==> src/pcicfg_pkg.sv <==
// Constants of the configuration header: offsets, field positions, fixed values.
// Assumes byte offsets on the configuration side, one aligned dword per register.
package pcicfg_pkg;
	// Register byte offsets
	localparam logic [7:0] OFF_IDENT = 8'h00;
	localparam logic [7:0] OFF_CMD = 8'h04;
	localparam logic [7:0] OFF_REV = 8'h08;
	localparam logic [7:0] OFF_HDR = 8'h0C;
	localparam logic [7:0] OFF_BAR = 8'h10;
	localparam logic [7:0] OFF_INTR = 8'h3C;
	localparam logic [7:0] OFF_LIMIT = 8'h40;
	// Command field positions
	localparam int CMD_IO_EN = 0;
	localparam int CMD_MEM_EN = 1;
	localparam int CMD_PAR_EN = 6;
	localparam int CMD_WAIT = 7;
	localparam int CMD_SERR_EN = 8;
	// Status field positions
	localparam int ST_MDPE = 24;
	localparam int ST_DEVSEL_LO = 25;
	localparam int ST_SERR_GEN = 30;
	localparam int ST_PAR_DET = 31;
	localparam logic [1:0] DEVSEL_SLOW = 2'h2;
	// Fixed values
	localparam logic [23:0] CLASS_CODE = 24'h060500;
	localparam logic [31:0] HDR_WORD = 32'h00000000;
	localparam logic [1:0] BAR_IO_BITS = 2'h1;
	localparam logic [7:0] INT_PIN = 8'h01;
	localparam logic [7:0] MIN_GNT = 8'h00;
	localparam logic [7:0] MAX_LAT = 8'h00;
	// Reset values
	localparam logic CMD_BIT_RST = 1'b0;
	localparam logic [29:0] BAR_BASE_RST = 30'h00000000;
	localparam logic [7:0] INT_LINE_RST = 8'h00;
	// Socket B register index step
	localparam logic [6:0] SOCK_B_STEP = 7'h40;
	// Byte within the operation dword
	localparam logic [1:0] OP_INDEX_BYTE = 2'h0;
	localparam logic [1:0] OP_DATA_BYTE = 2'h1;
endpackage

==> src/pcicfg_sticky.sv <==
// Sticky event flag, cleared by software, set wins over clear.
// Assumes set and clear are single-cycle strobes on clk.
`timescale 1ns/100ps
module pcicfg_sticky
(
	input wire logic clk,
	input wire logic rst_n,
	input wire logic set,
	input wire logic clr,
	output logic flag_q
);
	// Event in the clearing cycle must not be lost
	always_ff @(posedge clk or negedge rst_n)
	begin
		if (!rst_n)
			flag_q <= 1'b0;
		else if (set)
			flag_q <= 1'b1;
		else if (clr)
			flag_q <= 1'b0;
	end
endmodule

==> src/pcicfg_io_dec.sv <==
// Decoder for the operation register dword in I/O space.
// Assumes io_addr is a byte address valid while io_req is high.
`timescale 1ns/100ps
module pcicfg_io_dec
(
	input wire logic io_en,
	input wire logic [29:0] base,
	input wire logic io_req,
	input wire logic [31:0] io_addr,
	output logic claim,
	output logic index_sel,
	output logic data_sel
);
	// Upper two bytes of the dword are claimed but ignored
	always_comb
	begin
		claim = io_en && io_req && (io_addr[31:2] == base);
		index_sel = claim && (io_addr[1:0] == pcicfg_pkg::OP_INDEX_BYTE);
		data_sel = claim && (io_addr[1:0] == pcicfg_pkg::OP_DATA_BYTE);
	end
endmodule

==> src/pcicfg_regs.sv <==
// Configuration header register bank of the dual-socket card adapter.
// Assumes a PCI target front end that strobes config accesses and flags
// parity errors as same-clock pulses; SERR# is resolved by the pad.
`timescale 1ns/100ps
module pcicfg_regs
#(
	// Arbitrary identity values
	parameter logic [15:0] VENDOR_CODE = 16'hA5A5,
	parameter logic [15:0] DEVICE_CODE = 16'h5A5A,
	parameter logic [7:0] REV_CODE = 8'h00
)
(
	input wire logic clk,
	input wire logic rst_n,
	input wire logic cfg_sel,
	input wire logic cfg_wr,
	input wire logic [7:0] cfg_addr,
	input wire logic [3:0] cfg_be,
	input wire logic [31:0] cfg_wdata,
	output logic [31:0] cfg_rdata,
	output logic cfg_ack,
	input wire logic io_req,
	input wire logic [31:0] io_addr,
	output logic io_claim,
	output logic io_index_sel,
	output logic io_data_sel,
	input wire logic io_win_hit,
	output logic io_win_claim,
	input wire logic mem_win_hit,
	output logic mem_claim,
	input wire logic addr_par_err,
	input wire logic data_par_err,
	output logic par_check_en,
	output logic serr_n_out,
	output logic serr_oe,
	input wire logic sock_b,
	input wire logic [5:0] sock_reg,
	output logic [6:0] sock_index
);
	logic cmd_io_q;
	logic cmd_mem_q;
	logic cmd_par_q;
	logic cmd_serr_q;
	logic [29:0] bar_base_q;
	logic [7:0] int_line_q;
	logic st_serr_q;
	logic st_par_q;
	logic serr_q;
	logic [31:0] rd_d;
	logic [31:0] cmd_word;
	logic in_range;
	logic wr_stb;
	logic wr_cmd;
	logic wr_bar;
	logic wr_intr;
	logic serr_event;
	logic clr_serr;
	logic clr_par;

	// Only dwords below 40h are decoded; above reads zero
	assign in_range = (cfg_addr < pcicfg_pkg::OFF_LIMIT);
	assign wr_stb = cfg_sel && cfg_wr && in_range;
	assign wr_cmd = wr_stb && (cfg_addr[7:2] == pcicfg_pkg::OFF_CMD[7:2]);
	assign wr_bar = wr_stb && (cfg_addr[7:2] == pcicfg_pkg::OFF_BAR[7:2]);
	assign wr_intr = wr_stb && (cfg_addr[7:2] == pcicfg_pkg::OFF_INTR[7:2]);

	// Command enables; fixed bits are never stored
	always_ff @(posedge clk or negedge rst_n)
	begin
		if (!rst_n)
		begin
			cmd_io_q <= pcicfg_pkg::CMD_BIT_RST;
			cmd_mem_q <= pcicfg_pkg::CMD_BIT_RST;
			cmd_par_q <= pcicfg_pkg::CMD_BIT_RST;
			cmd_serr_q <= pcicfg_pkg::CMD_BIT_RST;
		end
		else if (wr_cmd)
		begin
			if (cfg_be[0])
			begin
				cmd_io_q <= cfg_wdata[pcicfg_pkg::CMD_IO_EN];
				cmd_mem_q <= cfg_wdata[pcicfg_pkg::CMD_MEM_EN];
				cmd_par_q <= cfg_wdata[pcicfg_pkg::CMD_PAR_EN];
			end
			if (cfg_be[1])
				cmd_serr_q <= cfg_wdata[pcicfg_pkg::CMD_SERR_EN];
		end
	end

	// Base address: low two bits are constants, not storage
	always_ff @(posedge clk or negedge rst_n)
	begin
		if (!rst_n)
			bar_base_q <= pcicfg_pkg::BAR_BASE_RST;
		else if (wr_bar)
		begin
			if (cfg_be[0])
				bar_base_q[5:0] <= cfg_wdata[7:2];
			if (cfg_be[1])
				bar_base_q[13:6] <= cfg_wdata[15:8];
			if (cfg_be[2])
				bar_base_q[21:14] <= cfg_wdata[23:16];
			if (cfg_be[3])
				bar_base_q[29:22] <= cfg_wdata[31:24];
		end
	end

	// Interrupt line: storage only, deliberately not routed anywhere
	always_ff @(posedge clk or negedge rst_n)
	begin
		if (!rst_n)
			int_line_q <= pcicfg_pkg::INT_LINE_RST;
		else if (wr_intr && cfg_be[0])
			int_line_q <= cfg_wdata[7:0];
	end

	// Parity error reporting
	assign par_check_en = cmd_par_q;
	assign serr_event = addr_par_err && cmd_par_q && cmd_serr_q;
	assign clr_serr = wr_cmd && cfg_be[3] && cfg_wdata[pcicfg_pkg::ST_SERR_GEN];
	assign clr_par = wr_cmd && cfg_be[3] && cfg_wdata[pcicfg_pkg::ST_PAR_DET];

	// SERR# held low for one clock per event
	always_ff @(posedge clk or negedge rst_n)
	begin
		if (!rst_n)
			serr_q <= 1'b0;
		else
			serr_q <= serr_event;
	end
	assign serr_n_out = 1'b0;
	assign serr_oe = serr_q;

	pcicfg_sticky u_st_serr
	(
		.clk(clk),
		.rst_n(rst_n),
		.set(serr_event),
		.clr(clr_serr),
		.flag_q(st_serr_q)
	);

	// Detection flag ignores the parity enable on purpose
	pcicfg_sticky u_st_par
	(
		.clk(clk),
		.rst_n(rst_n),
		.set(addr_par_err || data_par_err),
		.clr(clr_par),
		.flag_q(st_par_q)
	);

	// I/O decode for the index and data bytes
	pcicfg_io_dec u_io_dec
	(
		.io_en(cmd_io_q),
		.base(bar_base_q),
		.io_req(io_req),
		.io_addr(io_addr),
		.claim(io_claim),
		.index_sel(io_index_sel),
		.data_sel(io_data_sel)
	);

	assign io_win_claim = io_win_hit && cmd_io_q;
	assign mem_claim = mem_win_hit && cmd_mem_q;

	// Socket register index; socket B offset by one step
	always_ff @(posedge clk or negedge rst_n)
	begin
		if (!rst_n)
			sock_index <= 7'h00;
		else if (sock_b)
			sock_index <= {1'b0, sock_reg} + pcicfg_pkg::SOCK_B_STEP;
		else
			sock_index <= {1'b0, sock_reg};
	end

	// Command/status word; reserved 29-27 read zero
	always_comb
	begin
		cmd_word = 32'h00000000;
		cmd_word[pcicfg_pkg::CMD_IO_EN] = cmd_io_q;
		cmd_word[pcicfg_pkg::CMD_MEM_EN] = cmd_mem_q;
		cmd_word[pcicfg_pkg::CMD_PAR_EN] = cmd_par_q;
		cmd_word[pcicfg_pkg::CMD_WAIT] = 1'b1;
		cmd_word[pcicfg_pkg::CMD_SERR_EN] = cmd_serr_q;
		cmd_word[pcicfg_pkg::ST_MDPE] = 1'b0;
		cmd_word[pcicfg_pkg::ST_DEVSEL_LO +: 2] = pcicfg_pkg::DEVSEL_SLOW;
		cmd_word[pcicfg_pkg::ST_SERR_GEN] = st_serr_q;
		cmd_word[pcicfg_pkg::ST_PAR_DET] = st_par_q;
	end

	// Read mux
	always_comb
	begin
		rd_d = 32'h00000000;
		if (in_range)
		begin
			case (cfg_addr[7:2])
				pcicfg_pkg::OFF_IDENT[7:2]: rd_d = {DEVICE_CODE, VENDOR_CODE};
				pcicfg_pkg::OFF_CMD[7:2]: rd_d = cmd_word;
				pcicfg_pkg::OFF_REV[7:2]: rd_d = {pcicfg_pkg::CLASS_CODE, REV_CODE};
				pcicfg_pkg::OFF_HDR[7:2]: rd_d = pcicfg_pkg::HDR_WORD;
				pcicfg_pkg::OFF_BAR[7:2]: rd_d = {bar_base_q, pcicfg_pkg::BAR_IO_BITS};
				pcicfg_pkg::OFF_INTR[7:2]:
					rd_d = {pcicfg_pkg::MAX_LAT, pcicfg_pkg::MIN_GNT,
						pcicfg_pkg::INT_PIN, int_line_q};
				default: rd_d = 32'h00000000;
			endcase
		end
	end

	// Answer one clock after the strobe; writes return the old value
	always_ff @(posedge clk or negedge rst_n)
	begin
		if (!rst_n)
		begin
			cfg_ack <= 1'b0;
			cfg_rdata <= 32'h00000000;
		end
		else
		begin
			cfg_ack <= cfg_sel;
			if (cfg_sel)
				cfg_rdata <= rd_d;
		end
	end
endmodule

==> config.mk <==
export PLATFORM = sky130hd
export DESIGN_NAME = pcicfg_regs
export DESIGN_NICKNAME = d
export VERILOG_FILES = /design/src/pcicfg_pkg.sv /design/src/pcicfg_sticky.sv /design/src/pcicfg_io_dec.sv /design/src/pcicfg_regs.sv
export SDC_FILE = /design/constraint.sdc
export NUM_CORES = 1
export LEC_CHECK = 0
export CORE_MARGIN = 4
export CORE_UTILIZATION = 45
export CTS_CLUSTER_DIAMETER = 200
export DETAILED_ROUTE_END_ITERATION = 6
export DONT_BUFFER_PORTS = 1
export PLACE_DENSITY = 0.68
export SLEW_MARGIN = 20
export SYNTH_ARGS = -nofsm -noshare
export SYNTH_HDL_FRONTEND = slang
export SYNTH_HIERARCHICAL = 1
export SYNTH_SLANG_ARGS = --single-unit
export TNS_END_PERCENT = 10
==> constraint.sdc <==
create_clock -name clk -period 1.9 [get_ports clk]
set_input_delay 0.38 -clock clk [delete_from_list [all_inputs] [get_ports clk]]
set_output_delay 0.38 -clock clk [all_outputs]
set_load 0.005 [all_outputs]
; ---- After elaboration in Yosys (flattened, before gate mapping)
; Cells that the tools add are included.
[op_classes]
n_addsub = 1
eq_ne = 6
n_reduce_logical = 28
div = 0
bitwise_logic = 0
mul = 0
n_shift = 0
n_lt_le_gt_ge = 1
n_mux = 7
[ops]
columns = cell, count
row1 = $pmux W32 S5, 1
row2 = $mux W32, 1
row3 = $eq A30 B30 Y1, 1
row4 = $logic_and A1 B1 Y1, 17
row5 = $reduce_and A2 Y1, 6
row6 = $lt A8 B7 Y1 const B, 1
row7 = $add A6 B7 Y7 const B, 1
row8 = $mux W7, 1
row9 = $eq A6 B1 Y1 const B, 1
row10 = $eq A6 B2 Y1 const B, 1
row11 = $eq A6 B3 Y1 const B, 1
row12 = $eq A6 B4 Y1 const B, 1
row13 = $logic_not A6 Y1, 1
row14 = $mux W1, 4
row15 = $reduce_bool A2 Y1, 2
row16 = $eq A2 B1 Y1 const B, 1
row17 = $logic_not A2 Y1, 1
row18 = $logic_or A1 B1 Y1, 1
[totals]
wordCells = 58
latchBits = 0
output_inout_bits = 48
ram_bits = 0
rom_bits = 0
n_memories = 0
regBits = 85

; ---- Depth between registers and ports, before layout
[logic_depth]
ltp_word = 7
depth_mapped = 8
ltp_nobuf = 5

; ---- Hierarchy
; Netlist, hierarchy kept.
[by_module_without_submodules]
columns = module, n_inst, area_each_um2, seq_area_each_um2, cells_each
row1 = pcicfg_regs, 1, 3417.0, 2077.0, 277
row2 = pcicfg_io_dec, 1, 380.4, 0.0, 49
row3 = pcicfg_sticky, 2, 36.3, 25.0, 3

; ---- Worst setup path after synthesis
; No wires, ideal clock.
[synth_path]
path_type = input to register
startpoint = input port cfg_addr[5]
endpoint = register cmd_serr_q
required_time_ps = 1773
stages = 4
setup_slack_ps = 61
n_path_buf = 0
t_arrival_ps = 1712
cell_sequence = or4_4 -> nor3b_4 -> nand3_1 -> mux2_1
[synth_between]
elab_chain_cells = 4
elab_cells_between_ends = 5
[synth_lines]
columns = element, line
row1 = from (decl), pcicfg_regs.sv:17  ; input wire logic [7:0] cfg_addr,
row2 = $lt A8 B7 Y1, pcicfg_regs.sv:61  ; assign in_range = (cfg_addr < pcicfg_pkg::OFF_LIMIT);
row3 = $logic_and A1 B1 Y1, pcicfg_regs.sv:62  ; assign wr_stb = cfg_sel && cfg_wr && in_range;
row4 = $logic_and A1 B1 Y1 *, pcicfg_regs.sv:63  ; assign wr_cmd = wr_stb && (cfg_addr[7:2] == pcicfg_pkg::OFF_CMD[7:2]);
row5 = $reduce_and A2 Y1 (no line) *, n/a
row6 = to (signal assigned), pcicfg_regs.sv:75  ; cmd_serr_q <= pcicfg_pkg::CMD_BIT_RST;
row7 = to (signal assigned), pcicfg_regs.sv:86  ; cmd_serr_q <= cfg_wdata[pcicfg_pkg::CMD_SERR_EN];
row8 = to (decl), pcicfg_regs.sv:43  ; logic cmd_serr_q;
; Mark *: on every way between the ends. The rest lies on a longest branch, timed or not.
; A chain may end at the register's enable or synchronous reset.

; ---- Worst setup path in the final report
[layout_path]
startpoint = register bar_base_q[10]
endpoint = output port io_index_sel
[layout_between]
elab_chain_cells = 3
[layout_lines]
columns = element, line
row1 = from (decl), pcicfg_regs.sv:44  ; logic [29:0] bar_base_q;
row2 = from (signal assigned), pcicfg_regs.sv:94  ; bar_base_q <= pcicfg_pkg::BAR_BASE_RST;
row3 = from (signal assigned), pcicfg_regs.sv:100  ; bar_base_q[13:6] <= cfg_wdata[15:8];
row4 = $eq A30 B30 Y1, pcicfg_io_dec.sv:17  ; claim = io_en && io_req && (io_addr[31:2] == base);
row5 = $logic_and A1 B1 Y1, pcicfg_io_dec.sv:17
row6 = $logic_and A1 B1 Y1, pcicfg_io_dec.sv:18  ; index_sel = claim && (io_addr[1:0] == pcicfg_pkg::OP_INDEX_BYTE);
row7 = to (decl), pcicfg_regs.sv:25  ; output logic io_index_sel,
; No other way between the ends.

==> results.cfg <==
[clock_network]
root_buffer = clkbuf_8
cts.clk_slew.worst_paths_ps = 80
cts.htree.levels = 3
cts_num_sinks = 85
cts_buffer_depth = 2
cts_buffers = 9
cts_tree = done
clock_latency_ps = 340

[floorplanning]
row_count = 33
fp.dieH_um = 101
die_area_um2 = 10100
start_util = 0.466
io_pins = 140
core_um2 = 8300
die_w_um = 101

[global_routing]
grt_max_degree = 86
overflow = 0
grt_pass1_vias = 2841
grt_pass1_wl_um = 15300
track_usage = 0.201
antenna_found_initial = 0

[synthesis]
ys_async_sr_fraction = 1.00
postSynthRegisterBits = 85
syn_inst = 332
ys_warn_count = 6
syn-num-nets = 424
synth_edf_count = 0
ys_types = 42
syn_area_um2 = 3870
synthFlopType = dfrtp_1
yosysSeqAreaShare = 0.550
avgSynthCellArea_um2 = 11.7

[setup_path]
path_max_fanout = 3
path_cells = xnor2_1, nand4_1, or4_4, nor4b_4
timing.critical_path.max_delay_family = simple AND/OR/NAND/NOR gates
crit_buf_inv = 0
cp-start-kind = register
critPathCaptureType = output pin
r2r-end = cfg_rdata[5]
critical_path_class = register to output pin
ff2ff_setup_slack_ps = 650
cp.arrival_ps = 1920
required_ps = 1520
cp_slowest_cell = or4_4
critPathLaunch = bar_base_q[10]
reg2regPathDepth = 5
rr_startpoint = bar_base_q[3]
max_stage_delay_ps = 550

[cells_and_area]
num_antenna_cells = 0
fin_nets = 447
final_common_cell = dfrtp_1
fin_area_um2 = 4380
fin_cells = 465
layout_common_cells = 85 x dfrtp_1, 41 x mux2_2, 37 x inv_1
post-route-util = 0.527
drive_gt1_frac = 0.267
areaGrowthSynthToFinish_pct = 13.1

[power_and_ir_drop]
p_sw_w = 0.000700
leakage_nw = 2.01
clockPowerShare = 0.396
power.density_nw_per_um2 = 739
p_total_w = 0.00323
p_seq_frac = 0.571
ir_drop_mv = 0.428
pwr-share-comb = 0.033
swShare = 0.216
p_int_w = 0.00253

[routing]
wire_per_inst_um = 21.4
drt-initial-drc-count = 141
ant_nets = 0
wl_um = 9940
vias = 2614
firstDrtPassIters = 6
drcViolationCount = 0
vias_per_cell = 5.62

[placement]
hpwl_um = 7350
port-buffer-count = 0
dpl-instance-area_um2 = 4140
gp_congestion = 0.802
dp_cells = 448

[flow_run]
max_cap_viol_count = 0

[sta]
rsz0062_at_grt = true
setup-violations-final = 3
fin_hold_ws_ps = -275
drv_slew = 0
finalCritPeriodShare = 1.21
fmax_ghz = 0.435
period_needed_ps = 2300
worst_slack_ps = -399
skew_ps = 7.84
hold_viol = 85

[run_status]
outcome = finished, violations left
violations = negative hold slack, negative setup slack

[min_path]
hold_class = input port to async pin
-- repair_timing --
action | 4_1_cts | 5_1_grt
endpoints found under the hold margin | 85 | 85
setup endpoints to repair | 3 | 3
setup buffers | 1 | 0
resized for setup | 5 | 1
pin swaps | 6 | 4
-- sequential cells by signal, indices dropped and copies added, names as in the netlist --
register and flops:
bar_base_q 30, cfg_ack 1, cfg_rdata 32, cmd_io_q 1
cmd_mem_q 1, cmd_serr_q 1, int_line_q 8, par_check_en 1
serr_oe 1, sock_index 7, u_st_par/flag_q 1, u_st_serr/flag_q 1
-- stage by stage --
step | setup TNS (ps) | setup WS (ps)
after floorplan | 0 | 60.7
after global placement | 0 | 5.34
after detailed placement | -22.7 | -22.7
after CTS | -1070 | -375
after global routing | -1290 | -473
final | -1060 | -399
-- power groups by stage --
stage | sequential, W | clock [W] | combinational [W]
finish | 0.00185 | 0.00128 | 0.000107
global route | 0.00185 | 0.00139 | 0.000117
CTS | 0.00185 | 0.00132 | 0.000106
detailed placement | 0.00188 | 0 | 0.000103
global placement | 0.00188 | 0 | 0.000102
floorplan | 0.00188 | 0 | 0.0000916
-- layout make-up --
type / count / area [um^2]
timing repair buffer: 27 / 206
clock inverter: 3 / 45.0
inverter: 37 / 139
clock buffer: 13 / 149
tap: 105 / 131
fill: 748 / 3920
sequential: 85 / 2130
multi-input combinational: 195 / 1580
-- Yosys cell counts, types with 2 or more instances --
cell      count  area, um^2
nand4_1       3        18.8
o21ai_0      19        95.1
nand2_1       2        7.51
a21oi_1       7        35.0
xor2_1       21         184
buf_2         4        20.0
nand2b_1      4        25.0
and2_1        4        25.0
dfrtp_1      85        2130
a221oi_1      2        17.5
nor3_1        4        20.0
o211ai_1     10        75.1
a22oi_1      11        82.6
xnor2_1       5        43.8
nand3_1      14        70.1
a21o_1        2        15.0
and3_1        3        18.8
and4_2        2        20.0
nor2_1        3        11.3
o22ai_1      13        81.3
clkbuf_1     10        37.5
a21boi_0      2        15.0
nor4_1        5        31.3
mux2_2       41         462
inv_1        37         139
or2b_1        2        15.0
or4_4         2        22.5
-- routing by layer --
metal,global-route usage,wire [um],vias up
li1,-,-,1212
met2,0.325,4940,98
met4,0.0839,197,0
met5,0,0,-
met1,0.253,4130,1286
met3,0.0581,677,18
-- cells by family after synthesis --
logic type / after synthesis / synth area share
XOR/XNOR: 26 / 0.0588
AO/OA/AOI/OAI: 68 / 0.113
flip-flops: 85 / 0.550
buffers and inverters: 52 / 0.0527
other: 1 / 0.000969
adder cells (fa/ha/maj): 1 / 0.00259
multiplexers: 42 / 0.122
AND/OR/NAND/NOR: 57 / 0.101
-- worst max path at each step --
stage	depth (start not counted)	end
3_5_place_dp	4	io_data_sel
2_1_floorplan	4	cmd_serr_q
5_1_grt	4	io_index_sel
4_1_cts	6	io_data_sel
3_3_place_gp	4	bar_base_q[5]
6_report	4	io_index_sel
Power figures use the tool's default switching activity.
